[src/hdl/vsr_pkg.sv]
// Package of offsets, field layouts, reset values and states for the vertical-blank status register group
package vsr_pkg;

	// ----------------------------------------------------------------
	// Register sub-addresses
	// ----------------------------------------------------------------
	localparam logic [7:0] REG_SLICE_EN = 8'h0A;
	localparam logic [7:0] REG_OUT_EN = 8'h0B;
	localparam logic [7:0] REG_DETECT = 8'h0C;
	localparam logic [7:0] REG_VID_STAT = 8'h0E;
	localparam logic [7:0] REG_IRQ_MASK = 8'h0F;
	localparam logic [7:0] REG_IRQ_STAT = 8'h10;

	// ----------------------------------------------------------------
	// Field positions
	// ----------------------------------------------------------------
	localparam int OUT_CAPTION_BIT = 7;
	localparam int OUT_WIDESCREEN_BIT = 6;
	localparam int OUT_TTX_BIT = 5;
	localparam int OUT_REALTIME_BIT = 0;
	localparam int CP_IRQ_BIT = 2;

	// Writable bits; reserved bits stay zero
	localparam logic [7:0] OUT_WR_MASK = 8'hE1;
	localparam logic [7:0] SLICE_WR_MASK = 8'hFC;
	localparam logic [7:0] CP_IRQ_MASK = 8'h04;

	// ----------------------------------------------------------------
	// Reset values
	// ----------------------------------------------------------------
	localparam logic [7:0] RST_SLICE_EN = 8'h00;
	localparam logic [7:0] RST_OUT_EN = 8'h00;
	localparam logic [7:0] RST_VID_STAT = 8'h00;
	localparam logic [4:0] RST_DETECT = 5'h00;
	localparam logic [2:0] RST_CP_CODE = 3'h0;

	// ----------------------------------------------------------------
	// Serial control engine states
	// ----------------------------------------------------------------
	typedef enum logic [8:0] {
		ST_IDLE = 9'h001,
		ST_ADDR = 9'h002,
		ST_ACKA = 9'h004,
		ST_SUB = 9'h008,
		ST_ACKS = 9'h010,
		ST_WR = 9'h020,
		ST_ACKW = 9'h040,
		ST_RD = 9'h080,
		ST_RACK = 9'h100
	} vsr_state_t;

endpackage

[src/hdl/vsr_field_detect.sv]
// Per-field detection flags for caption, widescreen and teletext slicer hits
`timescale 1ns/1ps
`default_nettype none
module vsr_field_detect
	import vsr_pkg::*;
(
	// Clock and reset
	input wire logic core_clk,
	input wire logic rstn,
	// Field timing
	input wire logic fieldStart,
	input wire logic fieldOdd,
	// Slicer hits: 0 caption, 1 widescreen, 2 teletext
	input wire logic [2:0] sliceHit,
	// Flags in register order: caption odd, caption even, widescreen odd, widescreen even, teletext
	output logic [4:0] detFlags
);

	logic [2:0] seen_q;
	logic curOdd_q;

	// Hits gather over the running field; a hit on the start cycle belongs to the new field
	always_ff @(posedge core_clk or negedge rstn) begin
		if (!rstn) begin
			seen_q <= 3'h0;
			curOdd_q <= 1'b0;
		end else if (fieldStart) begin
			seen_q <= sliceHit;
			curOdd_q <= fieldOdd;
		end else begin
			seen_q <= seen_q | sliceHit;
		end
	end

	// Caption and widescreen keep one flag per parity; flops stay local so the output has one driver
	wire [1:0] oddFlag;
	wire [1:0] evenFlag;
	logic ttxFlag_q;

	genvar k;
	generate
		for (k = 0; k < 2; k++) begin : g_par
			logic odd_q;
			logic even_q;
			always_ff @(posedge core_clk or negedge rstn) begin
				if (!rstn) begin
					odd_q <= 1'b0;
					even_q <= 1'b0;
				end else if (fieldStart) begin
					if (curOdd_q) begin
						odd_q <= seen_q[k];
					end else begin
						even_q <= seen_q[k];
					end
				end
			end
			assign oddFlag[k] = odd_q;
			assign evenFlag[k] = even_q;
		end
	endgenerate

	always_ff @(posedge core_clk or negedge rstn) begin
		if (!rstn) begin
			ttxFlag_q <= 1'b0;
		end else if (fieldStart) begin
			ttxFlag_q <= seen_q[2];
		end
	end

	assign detFlags = {oddFlag[0], evenFlag[0], oddFlag[1], evenFlag[1], ttxFlag_q};

	property p_caption_odd_commit;
		@(posedge core_clk) disable iff (!rstn)
		(fieldStart && curOdd_q) |=> (detFlags[4] == $past(seen_q[0]));
	endproperty
	a_caption_odd_commit: assert property (p_caption_odd_commit) else $error("odd caption flag not committed");

	property p_even_keeps_odd;
		@(posedge core_clk) disable iff (!rstn)
		(fieldStart && !curOdd_q) |=> $stable(detFlags[4]) && $stable(detFlags[2]);
	endproperty
	a_even_keeps_odd: assert property (p_even_keeps_odd) else $error("even field touched odd flags");

endmodule
`default_nettype wire

[src/hdl/vsr_regs.sv]
// Vertical-blank data output enables and video status registers behind the serial control port
`timescale 1ns/1ps
`default_nettype none
module vsr_regs
	import vsr_pkg::*;
#(
	parameter logic [6:0] DEV_ADDR = 7'h44
) (
	// Clock and reset
	input wire logic core_clk,
	input wire logic rstn,
	// Serial control pins (open drain)
	input wire logic sclIn,
	input wire logic sdaIn,
	output logic sdaOut,
	output logic sdaOeN,
	// Decoder state
	input wire logic vLock,
	input wire logic hLock,
	input wire logic chromaLock,
	input wire logic videoPresent,
	input wire logic [2:0] copyProtCode,
	input wire logic stdDetected,
	input wire logic autoDetectEn,
	// Field timing and slicer hits
	input wire logic fieldStart,
	input wire logic fieldOdd,
	input wire logic captionTextHit,
	input wire logic widescreenSignalHit,
	input wire logic teletextHit,
	// Slicer configuration
	output logic [1:0] captionSliceMode,
	output logic [1:0] widescreenSliceMode,
	output logic [1:0] ttxSystem,
	// Ancillary insertion enables
	output logic ancCaptionOddEn,
	output logic ancCaptionEvenEn,
	output logic ancWidescreenOddEn,
	output logic ancWidescreenEvenEn,
	output logic ancTtxEn,
	output logic ancRealtimeEn,
	// Copy protection change request
	output logic copyProtIrq
);

	// ----------------------------------------------------------------
	// Pin synchronisers
	// ----------------------------------------------------------------
	logic sclS;
	logic sdaS;

	vsr_sync3 #(.RST_VAL(1'b1)) u_scl_sync (
		.core_clk(core_clk),
		.rstn(rstn),
		.pinIn(sclIn),
		.levelOut(sclS)
	);

	vsr_sync3 #(.RST_VAL(1'b1)) u_sda_sync (
		.core_clk(core_clk),
		.rstn(rstn),
		.pinIn(sdaIn),
		.levelOut(sdaS)
	);

	// ----------------------------------------------------------------
	// Register state
	// ----------------------------------------------------------------
	logic [7:0] sliceEn_q;
	logic [7:0] outEn_q;
	logic [7:0] vidStat_q;
	logic [2:0] cpPrev_q;
	logic irqMask_q;
	logic irqStat_q;
	logic [4:0] detFlags;

	vsr_field_detect u_detect (
		.core_clk(core_clk),
		.rstn(rstn),
		.fieldStart(fieldStart),
		.fieldOdd(fieldOdd),
		.sliceHit({teletextHit, widescreenSignalHit, captionTextHit}),
		.detFlags(detFlags)
	);

	// Caption and widescreen data registers live elsewhere; their reads never
	// consult outEn_q, so readout stays available whatever the enables say.
	// Teletext has no sub-address here and decodes to zero.
	function automatic logic [7:0] regRead(input logic [7:0] a);
		case (a)
			REG_SLICE_EN: regRead = sliceEn_q;
			REG_OUT_EN: regRead = outEn_q;
			REG_DETECT: regRead = {detFlags, 3'h0};
			REG_VID_STAT: regRead = vidStat_q;
			REG_IRQ_MASK: regRead = {5'h00, irqMask_q, 2'h0};
			REG_IRQ_STAT: regRead = {5'h00, irqStat_q, 2'h0};
			default: regRead = 8'h00;
		endcase
	endfunction

	// ----------------------------------------------------------------
	// Serial control engine
	// ----------------------------------------------------------------
	vsr_state_t st_q;
	logic sclPrev_q;
	logic sdaPrev_q;
	logic [7:0] shift_q;
	logic [7:0] rdByte_q;
	logic [7:0] sub_q;
	logic [3:0] bitCnt_q;
	logic isRead_q;
	logic ackSeen_q;
	logic sdaLow_q;
	logic sclRise;
	logic sclFall;
	logic busStart;
	logic busStop;
	logic byteDone;
	logic wrEn;
	logic [7:0] rdNext;

	assign sclRise = sclS && !sclPrev_q;
	assign sclFall = !sclS && sclPrev_q;
	assign busStart = sclS && sclPrev_q && sdaPrev_q && !sdaS;
	assign busStop = sclS && sclPrev_q && !sdaPrev_q && sdaS;
	assign byteDone = sclFall && (bitCnt_q == 4'h8);
	assign wrEn = (st_q == ST_WR) && byteDone;
	assign rdNext = regRead(sub_q);

	always_ff @(posedge core_clk or negedge rstn) begin
		if (!rstn) begin
			sclPrev_q <= 1'b1;
			sdaPrev_q <= 1'b1;
		end else begin
			sclPrev_q <= sclS;
			sdaPrev_q <= sdaS;
		end
	end

	always_ff @(posedge core_clk or negedge rstn) begin
		if (!rstn) begin
			st_q <= ST_IDLE;
			shift_q <= 8'h00;
			rdByte_q <= 8'h00;
			sub_q <= 8'h00;
			bitCnt_q <= 4'h0;
			isRead_q <= 1'b0;
			ackSeen_q <= 1'b0;
			sdaLow_q <= 1'b0;
		end else if (busStart) begin
			st_q <= ST_ADDR;
			bitCnt_q <= 4'h0;
			sdaLow_q <= 1'b0;
		end else if (busStop) begin
			st_q <= ST_IDLE;
			sdaLow_q <= 1'b0;
		end else begin
			case (st_q)
				ST_ADDR, ST_SUB, ST_WR: begin
					if (sclRise) begin
						shift_q <= {shift_q[6:0], sdaS};
						bitCnt_q <= bitCnt_q + 4'h1;
					end else if (byteDone) begin
						bitCnt_q <= 4'h0;
						if (st_q == ST_ADDR) begin
							if (shift_q[7:1] == DEV_ADDR) begin
								sdaLow_q <= 1'b1;
								isRead_q <= shift_q[0];
								st_q <= ST_ACKA;
							end else begin
								st_q <= ST_IDLE;
							end
						end else if (st_q == ST_SUB) begin
							sub_q <= shift_q;
							sdaLow_q <= 1'b1;
							st_q <= ST_ACKS;
						end else begin
							// Auto-increment so bursts walk the map
							sub_q <= sub_q + 8'h01;
							sdaLow_q <= 1'b1;
							st_q <= ST_ACKW;
						end
					end
				end
				ST_ACKA, ST_RACK: begin
					if (sclRise) begin
						ackSeen_q <= !sdaS;
					end else if (sclFall) begin
						if (st_q == ST_ACKA && !isRead_q) begin
							sdaLow_q <= 1'b0;
							st_q <= ST_SUB;
						end else if (st_q == ST_ACKA || ackSeen_q) begin
							sdaLow_q <= !rdNext[7];
							rdByte_q <= {rdNext[6:0], 1'b0};
							bitCnt_q <= 4'h1;
							st_q <= ST_RD;
						end else begin
							sdaLow_q <= 1'b0;
							st_q <= ST_IDLE;
						end
					end
				end
				ST_ACKS, ST_ACKW: begin
					if (sclFall) begin
						sdaLow_q <= 1'b0;
						st_q <= ST_WR;
					end
				end
				ST_RD: begin
					if (byteDone) begin
						sdaLow_q <= 1'b0;
						sub_q <= sub_q + 8'h01;
						bitCnt_q <= 4'h0;
						st_q <= ST_RACK;
					end else if (sclFall) begin
						sdaLow_q <= !rdByte_q[7];
						rdByte_q <= {rdByte_q[6:0], 1'b0};
						bitCnt_q <= bitCnt_q + 4'h1;
					end
				end
				ST_IDLE: begin
					sdaLow_q <= 1'b0;
				end
				default: begin
					st_q <= ST_IDLE;
					sdaLow_q <= 1'b0;
				end
			endcase
		end
	end

	// Open drain: only ever pull low
	assign sdaOut = 1'b0;
	assign sdaOeN = !sdaLow_q;

	// ----------------------------------------------------------------
	// Writable registers
	// ----------------------------------------------------------------
	always_ff @(posedge core_clk or negedge rstn) begin
		if (!rstn) begin
			sliceEn_q <= RST_SLICE_EN;
		end else if (wrEn && sub_q == REG_SLICE_EN) begin
			sliceEn_q <= shift_q & SLICE_WR_MASK;
		end
	end

	always_ff @(posedge core_clk or negedge rstn) begin
		if (!rstn) begin
			outEn_q <= RST_OUT_EN;
		end else if (wrEn && sub_q == REG_OUT_EN) begin
			outEn_q <= shift_q & OUT_WR_MASK;
		end
	end

	always_ff @(posedge core_clk or negedge rstn) begin
		if (!rstn) begin
			irqMask_q <= 1'b0;
		end else if (wrEn && sub_q == REG_IRQ_MASK) begin
			irqMask_q <= shift_q[CP_IRQ_BIT];
		end
	end

	// ----------------------------------------------------------------
	// Status capture; writes to REG_DETECT and REG_VID_STAT have no target
	// ----------------------------------------------------------------
	always_ff @(posedge core_clk or negedge rstn) begin
		if (!rstn) begin
			vidStat_q <= RST_VID_STAT;
		end else begin
			vidStat_q[7] <= vLock;
			vidStat_q[6] <= hLock;
			vidStat_q[5] <= chromaLock;
			vidStat_q[4] <= videoPresent;
			vidStat_q[3:1] <= copyProtCode;
			vidStat_q[0] <= autoDetectEn && stdDetected;
		end
	end

	// Set beats clear so a change landing on the clearing write is kept
	always_ff @(posedge core_clk or negedge rstn) begin
		if (!rstn) begin
			cpPrev_q <= RST_CP_CODE;
			irqStat_q <= 1'b0;
		end else begin
			cpPrev_q <= vidStat_q[3:1];
			if (vidStat_q[3:1] != cpPrev_q) begin
				irqStat_q <= 1'b1;
			end else if (wrEn && sub_q == REG_IRQ_STAT && shift_q[CP_IRQ_BIT]) begin
				irqStat_q <= 1'b0;
			end
		end
	end

	assign copyProtIrq = irqStat_q && irqMask_q;

	// ----------------------------------------------------------------
	// Slicer and ancillary controls
	// ----------------------------------------------------------------
	assign captionSliceMode = sliceEn_q[7:6];
	assign widescreenSliceMode = sliceEn_q[5:4];
	assign ttxSystem = sliceEn_q[3:2];
	assign ancCaptionOddEn = outEn_q[OUT_CAPTION_BIT] && sliceEn_q[6];
	assign ancCaptionEvenEn = outEn_q[OUT_CAPTION_BIT] && sliceEn_q[7];
	assign ancWidescreenOddEn = outEn_q[OUT_WIDESCREEN_BIT] && sliceEn_q[4];
	assign ancWidescreenEvenEn = outEn_q[OUT_WIDESCREEN_BIT] && sliceEn_q[5];
	assign ancTtxEn = outEn_q[OUT_TTX_BIT];
	assign ancRealtimeEn = outEn_q[OUT_REALTIME_BIT];

	// ----------------------------------------------------------------
	// Assertions
	// ----------------------------------------------------------------
	property p_caption_needs_slice;
		@(posedge core_clk) disable iff (!rstn)
		(wrEn && sub_q == REG_SLICE_EN && shift_q[7:6] == 2'b00) |=> !ancCaptionOddEn && !ancCaptionEvenEn;
	endproperty
	a_caption_needs_slice: assert property (p_caption_needs_slice) else $error("caption output without slicing");

	property p_caption_out_write;
		@(posedge core_clk) disable iff (!rstn)
		(wrEn && sub_q == REG_OUT_EN) |=> (ancCaptionOddEn == ($past(shift_q[7]) && sliceEn_q[6]));
	endproperty
	a_caption_out_write: assert property (p_caption_out_write) else $error("caption output enable wrong");

	property p_widescreen_out_write;
		@(posedge core_clk) disable iff (!rstn)
		(wrEn && sub_q == REG_OUT_EN) |=> (ancWidescreenEvenEn == ($past(shift_q[6]) && sliceEn_q[5]));
	endproperty
	a_widescreen_out_write: assert property (p_widescreen_out_write) else $error("widescreen output enable wrong");

	property p_ttx_out_write;
		@(posedge core_clk) disable iff (!rstn)
		(wrEn && sub_q == REG_OUT_EN) |=> (ancTtxEn == $past(shift_q[5]));
	endproperty
	a_ttx_out_write: assert property (p_ttx_out_write) else $error("teletext output enable wrong");

	property p_realtime_reserved;
		@(posedge core_clk) disable iff (!rstn)
		(wrEn && sub_q == REG_OUT_EN) |=> (ancRealtimeEn == $past(shift_q[0])) && (outEn_q[4:1] == 4'h0);
	endproperty
	a_realtime_reserved: assert property (p_realtime_reserved) else $error("realtime enable or reserved bits wrong");

	property p_detect_low_zero;
		@(posedge core_clk) disable iff (!rstn)
		(st_q == ST_RD && sub_q == REG_DETECT) |-> (rdNext[2:0] == 3'h0);
	endproperty
	a_detect_low_zero: assert property (p_detect_low_zero) else $error("detect reserved bits not zero");

	property p_locks_follow;
		@(posedge core_clk) disable iff (!rstn)
		##1 (vidStat_q[7:4] == $past({vLock, hLock, chromaLock, videoPresent}));
	endproperty
	a_locks_follow: assert property (p_locks_follow) else $error("lock status does not track decoder");

	property p_std_gated;
		@(posedge core_clk) disable iff (!rstn)
		!autoDetectEn |=> !vidStat_q[0];
	endproperty
	a_std_gated: assert property (p_std_gated) else $error("standard flag set with auto-detect off");

	property p_cp_change_irq;
		@(posedge core_clk) disable iff (!rstn)
		(vidStat_q[3:1] != cpPrev_q) |=> irqStat_q ##0 (copyProtIrq == irqMask_q);
	endproperty
	a_cp_change_irq: assert property (p_cp_change_irq) else $error("copy protection change lost");

	property p_status_ro;
		@(posedge core_clk) disable iff (!rstn)
		(wrEn && sub_q == REG_VID_STAT) |=> (vidStat_q[3:1] == $past(copyProtCode));
	endproperty
	a_status_ro: assert property (p_status_ro) else $error("status register took written value");

endmodule
`default_nettype wire

[src/hdl/vsr_sync3.sv]
// Three-stage synchroniser for a pin input; output follows once stages two and three agree
`timescale 1ns/1ps
`default_nettype none
module vsr_sync3 #(
	parameter logic RST_VAL = 1'b1
) (
	// Clock and reset
	input wire logic core_clk,
	input wire logic rstn,
	// Pin and filtered level
	input wire logic pinIn,
	output logic levelOut
);

	logic s1_q;
	logic s2_q;
	logic s3_q;

	always_ff @(posedge core_clk or negedge rstn) begin
		if (!rstn) begin
			s1_q <= RST_VAL;
			s2_q <= RST_VAL;
			s3_q <= RST_VAL;
		end else begin
			s1_q <= pinIn;
			s2_q <= s1_q;
			s3_q <= s2_q;
		end
	end

	// A level counts only once two stages agree, filtering single-cycle glitches
	always_ff @(posedge core_clk or negedge rstn) begin
		if (!rstn) begin
			levelOut <= RST_VAL;
		end else if (s2_q == s3_q) begin
			levelOut <= s3_q;
		end
	end

endmodule
`default_nettype wire

[config.mk]
export PLATFORM = sky130hd
export DESIGN_NAME = vsr_regs
export DESIGN_NICKNAME = d
export VERILOG_FILES = /design/src/hdl/vsr_pkg.sv /design/src/hdl/vsr_field_detect.sv /design/src/hdl/vsr_regs.sv /design/src/hdl/vsr_sync3.sv
export SDC_FILE = /design/constraint.sdc
export NUM_CORES = 1
export LEC_CHECK = 0
export BUFFER_PORTS_ARGS = -buffer_cell sky130_fd_sc_hd__buf_2
export CORE_UTILIZATION = 26
export DETAILED_ROUTE_END_ITERATION = 8
export HOLD_SLACK_MARGIN = 0.15
export PLACE_DENSITY_LB_ADDON = 0.12
export SYNTH_ARGS = -nofsm -noshare
export SYNTH_HDL_FRONTEND = slang
export SYNTH_SLANG_ARGS = --single-unit
[constraint.sdc]
create_clock -name core_clk -period 2 [get_ports core_clk]
set_input_delay 0.1 -clock core_clk [delete_from_list [all_inputs] [get_ports core_clk]]
set_output_delay 0.1 -clock core_clk [all_outputs]
set_load 0.02 [all_outputs]
**After elaboration in Yosys (flattened, before gate mapping)**

Index checks and enable logic that the tools add are counted.

- Word-level logic and storage cells: 187
- Register bits: 82
- Output and inout port bits: 15

- Add/sub/neg operators: 2
- Reductions and logical operators: 47
- Muxes and demuxes: 56
- Equal/unequal tests: 46
- Bitwise gates (word level): 5

Operators with widths:

| operator | number |
|---|---|
| 8-bit 2-to-1 mux | 13 |
| 9-bit 2-to-1 mux | 9 |
| 8-bit one-hot mux with 6 select lines | 1 |
| 9-bit one-hot mux with 5 select lines | 1 |
| 8-bit by 4-bit == test with 1-bit output, second input constant | 5 |
| 4-bit 2-to-1 mux | 10 |
| 4-bit != test, second input constant | 8 |
| 8-bit one-hot mux with 2 select lines | 2 |
| 7-bit AND reduction | 4 |
| 2-bit != test, second input constant | 11 |
| 1-bit logical AND | 21 |
| 1-bit 2-to-1 mux | 15 |
| 3-bit != test, second input constant | 5 |
| 4-bit one-hot mux with 3 select lines | 1 |
| 5-bit != test, second input constant | 2 |
| 9-bit by 1-bit == test with 1-bit output, second input constant | 1 |
| 9-bit by 2-bit == test with 1-bit output, second input constant | 1 |
| 9-bit by 3-bit == test with 1-bit output, second input constant | 1 |
| 9-bit by 4-bit == test with 1-bit output, second input constant | 1 |
| 9-bit by 5-bit == test with 1-bit output, second input constant | 1 |
| 9-bit by 6-bit == test with 1-bit output, second input constant | 1 |
| 9-bit by 7-bit == test with 1-bit output, second input constant | 1 |
| 9-bit by 8-bit == test with 1-bit output, second input constant | 1 |
| 9-bit == test, second input constant | 1 |
| other kinds (22) | 39 |

**Depth between registers and ports, before layout**

Gate-level depths: netlist (run 1).

- Word-level depth: 10
- Depth in mapped cells: 9

**Hierarchy**

Synthesis (run 1) repeated with hierarchy kept, for this count alone.

- Cells, all modules: 376
- Area total of the unflattened synthesis: 4071.4 um2

Modules (own cells, without submodules):

| module | cells each | area each (um2) | times used | seq. area each (um2) |
|---|---|---|---|---|
| vsr_regs | 340 | 3467.1 | 1 | 1605.3 |
| vsr_field_detect | 26 | 371.6 | 1 | 225.2 |
| vsr_sync3 | 5 | 116.4 | 2 | 105.1 |

**Worst setup path after synthesis (run 1)**

Ideal clock, no wire load.

- Path kind: register to register
- Start point: register st_q[1]
- End point: register st_q[6]
- Required time: 1.875 ns
- Buffers on the path: 1
- Setup time: 0.125 ns
- Slack: -0.201 ns
- Clock period less this slack: 2.201 ns
- Data arrival time: 2.076 ns
- Stages on the path, launching flop included: 8
- Cell sequence: dfrtp_1 > buf_6 > or4_4 > nor4b_4 > a21oi_2 > o21ai_4 > nor2_2 > mux2_4

- Cells in the longest elaborated chain, start to end: 8
- Elaborated cells between the ends (all ways): 31
- Those cells by class: eq/ne (16); mux (10); reduce/logical (5)

Ends and longest elaborated chain:

| element | RTL line | text |
|---|---|---|
| start: declaration | vsr_regs.sv:104 | `vsr_state_t st_q;` |
| start signal: assignment | vsr_regs.sv:142 | `st_q <= ST_IDLE;` |
| start signal: assignment | vsr_regs.sv:151 | `st_q <= ST_ADDR;` |
| start signal: assignment | vsr_regs.sv:155 | `st_q <= ST_IDLE;` |
| 9-bit by 4-bit == test with 1-bit output / 9-bit by 3-bit == test with 1-bit output (equally long branches) | vsr_regs.sv:158, vsr_regs.sv:173, vsr_regs.sv:189 |  |
| 7-bit 2-to-1 mux / 1-bit logical AND (equally long branches) | vsr_regs.sv:173, vsr_regs.sv:189 |  |
| 9-bit 2-to-1 mux / 8-bit 2-to-1 mux (equally long branches) | vsr_regs.sv:165, vsr_regs.sv:189 |  |
| 9-bit 2-to-1 mux, on equally long branches | vsr_regs.sv:163, vsr_regs.sv:188 |  |
| 9-bit 2-to-1 mux, on equally long branches | vsr_regs.sv:160, vsr_regs.sv:186 |  |
| 9-bit one-hot mux with 5 select lines | vsr_regs.sv:158 | `case (st_q)` |
| 9-bit 2-to-1 mux | vsr_regs.sv:154 | `end else if (busStop) begin` |
| 9-bit 2-to-1 mux | vsr_regs.sv:150 | `end else if (busStart) begin` |

Parallel ways exist; a longest one is shown, timed or not. The select of a mux whose other input is x is not followed.
A chain may end at the register's enable or synchronous reset.

**Worst setup path after layout (run 1)**

- Start point: register st_q[0]
- End point: register st_q[3]

- Cells in the longest elaborated chain, start to end: 8
- Elaborated cells between the ends (all ways): 30
- Those cells by class: eq/ne (16); mux (9); reduce/logical (5)

Ends and longest elaborated chain:

| element | RTL line | text |
|---|---|---|
| 9-bit by 3-bit == test with 1-bit output | vsr_regs.sv:158, vsr_regs.sv:189 |  |
| 1-bit logical AND | vsr_regs.sv:189 | `if (st_q == ST_ACKA && !isRead_q) begin` |
| 8-bit 2-to-1 mux | vsr_regs.sv:189 |  |
| 9-bit 2-to-1 mux | vsr_regs.sv:188 | `end else if (sclFall) begin` |
| 9-bit 2-to-1 mux | vsr_regs.sv:186 | `if (sclRise) begin` |
| 9-bit one-hot mux with 5 select lines | vsr_regs.sv:158 |  |
| 9-bit 2-to-1 mux | vsr_regs.sv:154 |  |
| 9-bit 2-to-1 mux | vsr_regs.sv:150 |  |

Parallel ways exist; a longest one is shown, timed or not. The select of a mux whose other input is x is not followed.

==> results of run 1 <==
[stage by stage]
| stage | setup WS [ps] | cell area [um2] | utilization, % |
|---|---|---|---|
| after detailed placement | -250.1 | 5139 | 33.43 |
| after CTS | -111.4 | 5872 | 38.20 |
| after floorplan | -126.8 | 4175 | - |
| after global routing | -175.2 | 6135 | 39.91 |
| after global placement | -187.7 | 5139 | 33.43 |
| final | -115.1 | 6135 | 39.91 |
[critical path, stage by stage (launching register included)]
cell	delay, ps
dfstp_2	410
or4_4	580
nor4b_4	290
a21oi_2	90
o21ai_4	220
nor2_4	100
mux2_4	310
[cell usage after synthesis, types with 3 or more instances]
cell	number	area, um2
a21o_1	3	22.52
a21oi_1	19	95.09
a21oi_2	3	26.28
a22o_1	3	26.28
a22oi_1	7	52.55
a31oi_1	8	50.05
and2_1	8	50.05
buf_2	5	25.02
clkbuf_1	11	41.29
dfrtp_1	70	1752
dfstp_2	11	289.0
ha_1	5	62.56
inv_1	12	45.04
mux2_2	25	281.5
mux2_4	4	60.06
mux2i_1	4	40.04
nand2_1	27	101.4
nand2b_1	7	43.79
nand3_1	14	70.07
nand4_1	6	37.54
nor2_1	23	86.33
nor2b_1	5	31.28
nor3_1	10	50.05
nor3b_1	3	22.52
nor4_1	3	18.77
o21ai_0	17	85.08
o22ai_1	4	25.02
o2bb2ai_1	4	35.03
o31ai_1	3	22.52
xnor2_1	6	52.55
xor2_1	3	26.28
[kinds of logic after synthesis]
group	Yosys count
and+or+nand+nor	128
other	1
xor gates and xnor gates	9
DFF	81
AOI/OAI and AO/OA	98
muxes	33
buffers and inverters	32
adders and majority gates	7
[per-layer routing]
metal	global-route usage, %	routed length [um]
met1	20.62	5756
met2	24.32	5620
met3	3.255	396
met4	7.059	272
met5	0	0
[state kept, by name, indices dropped and copies added, names as in the netlist, 3 cells and up]
name             flops
st_q                 9
shift_q              8
sub_q                8
vidStat_q            8
rdByte_q             7
sliceEn_q            6
bitCnt_q             4
outEn_q              4
cpPrev_q             3
u_detect.seen_q      3
[power groups by stage]
stage                     sequential, mW  combinational [mW]  clock [mW]
after detailed placement            1.85               0.863           0
after global placement              1.85               0.871           0
final                               1.83                1.06        1.69
after CTS                           1.82               0.959        1.75
after global routing                1.84                1.14        1.83
after floorplan                     1.81               0.448           0
[how the worst min path moves through the flow]
stage	end	slack (ps)	start
after floorplan	ackSeen_q	-200	rstn
after global placement	bitCnt_q[1]	100	rstn
after detailed placement	bitCnt_q[1]	100	rstn
after CTS	bitCnt_q[3]	270	rstn
after global routing	bitCnt_q[3]	300	rstn
final	bitCnt_q[3]	250	rstn
[area by class of cell]
cell class	count	area, um2	area share, %
Clock buffer	9	225.2	3.671
Clock inverter	7	76.32	1.244
Timing Repair Buffer	145	1181	19.25
Multi-Input combinational cell	277	2300	37.49
Sequential cell	81	2043	33.31
Inverter	12	45.04	0.7342
Tap cell	211	264.0	4.303
[what timing repair did]
item,CTS,global route
setup buffers,7,4
setup endpoints to repair,48,48
pin swaps,9,16
resized for setup,35,40
hold buffers,21,0
hold endpoints to repair,50,0
cloned,1,2
==> out/metrics.cfg, run 1 <==
[flow_run]
drv_cap = 0

[floorplanning]
die_h_um = 128.2
ios = 33
rows = 45
dieArea_mm2 = 0.01644
die_w_um = 128.2
start_util_pct = 26.94
core-area_mm2 = 0.01537

[setup_path]
r2r_cells = 6
r2r_setup_slack_ps = -120
crit_fanout = 5
crit_start = st_q[0]
r2r_end = st_q[3]
r2r-start = st_q[0]
cp-endpoint = st_q[3]
crit_arrival_ps = 2350
end_kind = register
required_ps = 2240
crit_path_start_kind = register
crit_type = register to register

[finish]
fill_cells = 1506
final_common_cell = buf_4
syn_to_final_growth_pct = 48.13
final_cell_mix = buf_4 (80), dfrtp_1 (68), buf_2 (30)
diodes = 0
drive_gt1_share_pct = 44.82
nNetsFinal = 549
stdcell_count = 742

[pwr]
peakVddDrop_v = 0.0005488
sequentialPowerShare_pct = 39.9
cellPowerDensity_mw_per_mm2 = 746.7
sw_frac_of_total_pct = 30.42
power_mw = 4.581
p_comb_share_pct = 23.2
intPower_mw = 3.187
p_switching_mw = 1.393
pwr-share-clk_pct = 36.9
p_leak_nw = 2.669

[routing]
drcViolationCount = 0
wl_per_cell_um = 16.23
dr_total_vias = 3525
initialDrtViolationCount = 183
viasPerCell = 4.751
drt_pass1_iterations = 4
drt-total-wl_mm = 12.05
ant_nets = 0

[placed_design]
globalplace.congestion = 0.8490
dp_hpwl_mm = 8.490
placed_cells = 691
portBuffers = 31

[sta]
setup_viol = 28
period_needed_ps = 2115
whs_ps = 252.1
tightest_slew_ps = 487.5
fin_crit_sh_pct = 105.8
setup_slack_ps = -115.1
drv_slew = 0
final_hold_viol_count = 0
fmax_ghz = 0.4728
skew_ps = 14.96
fin_setup_tns_ps = -980.3
rsz0062_at_grt = true
max_slew_margin_pct = 67.15

[synth]
synth_edf_count = 0
yosysSeqAreaShare_pct = 49.27
synth_fp_nets = 412
yosys.area_share.adder_pct = 1.994
ys_types = 71
synth_compound_area_share_pct = 16.19
synth_top_family_by_area = simple AND/OR/NAND/NOR gates
async_reset_ff_share_pct = 100.0
synth_area_mm2 = 0.004141
muxShareOfSynthArea_pct = 9.215
synth_xor_xnor_area_share_pct = 1.903
synth_simple_gate_area_share_pct = 17.82
synth_ff_type = dfrtp_1
synth_cells = 389
syn_avg_cell_area_um2 = 10.65
yosys_warnings = 0
ys_ff_latch = 81

[cts]
htreeDepth = 3
cts_tree = done
clock_sinks = 81
path_clk_slew_ps = 70
numCtsBuffers = 9
cts_buffer_depth = 2
clk-insertion-delay-late_ps = 360
cts_root_buffer = clkbuf_16

[grt]
grt.overflow.total = 0
globalRouteTotalUtil_pct = 15.57
grt_max_degree = 49
grt_pass1_vias = 3566
grt_pass1_wl_mm = 19.15
antenna_found_initial = 0

[hold_path]
hold_class = input pin to async pin

[run_status]
status = complete, but fails checks
violations = negative setup slack

Note: power is estimated with default switching activity, not from simulation.
==> run 2: changes to the inputs <==
--- a/config.mk
+++ b/config.mk
@@ -5,7 +5,7 @@
 export SDC_FILE = /design/constraint.sdc
 export NUM_CORES = 1
 export LEC_CHECK = 0
-export BUFFER_PORTS_ARGS = -buffer_cell sky130_fd_sc_hd__buf_2
+export BUFFER_PORTS_ARGS = -buffer_cell sky130_fd_sc_hd__buf_4
 export CORE_UTILIZATION = 26
 export DETAILED_ROUTE_END_ITERATION = 8
 export HOLD_SLACK_MARGIN = 0.15
==> out/metrics.cfg, run 2 (synthesized netlist as in run 1, its figures left out) <==
[setup_path]
cp_slowest_cell = or4_4
critical_path_buf_inv_count = 0
crit_type = register to register
r2r_setup_slack_ps = -110
r2r-start = st_q[0]
path_cells = or4_4 > nor4b_4 > a21oi_2 > o21ai_4 > nor2_4 > mux2_4
crit_start = st_q[0]
crit_fanout = 5
r2r_cells = 6
required_ps = 2230
crit_path_start_kind = register
slowest_delay_ps = 560
cp-endpoint = st_q[3]
cp_num_cells = 6
r2r_end = st_q[3]
crit_arrival_ps = 2330
cp_top_family = simple AND/OR/NAND/NOR gates
end_kind = register

[routing]
drt_pass1_iterations = 4
ant_nets = 0
wl_per_cell_um = 16.54
drcViolationCount = 0
dr_total_vias = 3530
viasPerCell = 4.757
initialDrtViolationCount = 191
drt-total-wl_mm = 12.27

[floorplanning]
start_util_pct = 26.94
rows = 45
dieArea_mm2 = 0.01644
core-area_mm2 = 0.01537
die_h_um = 128.2
die_w_um = 128.2
ios = 33

[finish]
top_register = st_q
nNetsFinal = 549
syn_to_final_growth_pct = 49.61
final-seq-area_mm2 = 0.002042
fin_area_mm2 = 0.006196
drive_gt1_share_pct = 45.39
fill_cells = 1517
multi_input_area_mm2 = 0.002281
final_cell_mix = buf_4 (112), dfrtp_1 (69), nand2_1 (24)
final_common_cell = buf_4
diodes = 0
largest_reg_flops = 9

[pwr]
p_switching_mw = 1.295
cellPowerDensity_mw_per_mm2 = 743.2
peakVddDrop_v = 0.0003877
sequentialPowerShare_pct = 39.6
sw_frac_of_total_pct = 28.13
pwr-share-clk_pct = 38.3
p_leak_nw = 2.716
p_comb_share_pct = 22.1
power_mw = 4.605
intPower_mw = 3.309

[sta]
max_slew_margin_pct = 65.80
tightest_slew_ps = 509.0
skew_ps = 11.24
period_needed_ps = 2107
setup_viol = 18
final_hold_viol_count = 0
fmax_ghz = 0.4746
fin_crit_sh_pct = 105.3
rsz0062_at_grt = true
setup_slack_ps = -107.0
drv_slew = 0
fin_setup_tns_ps = -734.9
whs_ps = 236.4

[grt]
grt.overflow.total = 0
grt_pass1_vias = 3497
grt_pass1_wl_mm = 19.28
globalRouteTotalUtil_pct = 15.68
antenna_found_initial = 0
grt_max_degree = 53

[run_status]
status = complete, but fails checks
violations = negative setup slack

[placed_design]
globalplace.congestion = 0.8314
placed_area_mm2 = 0.005171
portBuffers = 31
dp_hpwl_mm = 8.673

[cts]
cts_buffer_depth = 2
cts_tree = done
path_clk_slew_ps = 60
clk-insertion-delay-late_ps = 350
numCtsBuffers = 9
htreeDepth = 3
cts_root_buffer = clkbuf_16
clock_sinks = 81

[hold_path]
hold_class = input pin to async pin

[flow_run]
drv_cap = 0

-- run 2: final cells by class --
class	instances	share of cell area [%]
Inverter	12	0.7270
Clock buffer	11	4.079
Clock inverter	5	1.010
Tap cell	211	4.261
Sequential cell	81	32.96
Multi-Input combinational cell	277	36.81
Timing Repair Buffer	145	20.15
-- run 2: worst min-delay path by stage --
stage	end	slack (ps)	startpoint
floorplan	ackSeen_q	-200	rstn
global placement	st_q[1]	70	rstn
detailed placement	st_q[1]	70	rstn
CTS	st_q[6]	250	rstn
global route	st_q[8]	270	rstn
finish	st_q[1]	240	rstn
-- run 2: layer usage --
layer	wire (um)	global-route usage [%]	up-vias
li1	-	-	1714
met1	6225	21.97	1756
met2	5535	23.31	42
met3	251	3.047	18
met4	260	6.990	0
met5	0	0	-
-- run 2: per-stage QoR --
stage                     cells  util (%)  worst slack (ps)
after global routing        742     40.31            -186.4
after global placement      687     33.64            -154.7
after CTS                   732     38.15            -110.1
final                       742     40.31            -107.0
after detailed placement    687     33.64            -147.5
after floorplan             389         -            -126.8
-- run 2: power by group through the flow --
stage	logic [mW]	registers [mW]	clock network [mW]
2_1_floorplan	0.448	1.81	0
3_3_place_gp	0.807	1.86	0
3_5_place_dp	0.804	1.86	0
4_1_cts	0.917	1.82	1.82
5_1_grt	1.09	1.84	1.89
6_report	1.02	1.82	1.76
-- run 2: repair_timing --
action | 4_1_cts | 5_1_grt
endpoints found under the hold margin | 87 | 0
hold buffers | 21 | 0
setup buffers | 7 | 10
resized for setup | 28 | 54
setup endpoints to repair | 47 | 39
pin swaps | 6 | 19
gates cloned | 1 | 2
-- run 2: worst register-to-register path: cells and delay by family (launching register included) --
| family | cells | cell delay, ps |
|---|---|---|
| simple gates | 3 | 950 |
| flops | 1 | 390 |
| mux | 1 | 310 |
| compound gates | 2 | 330 |
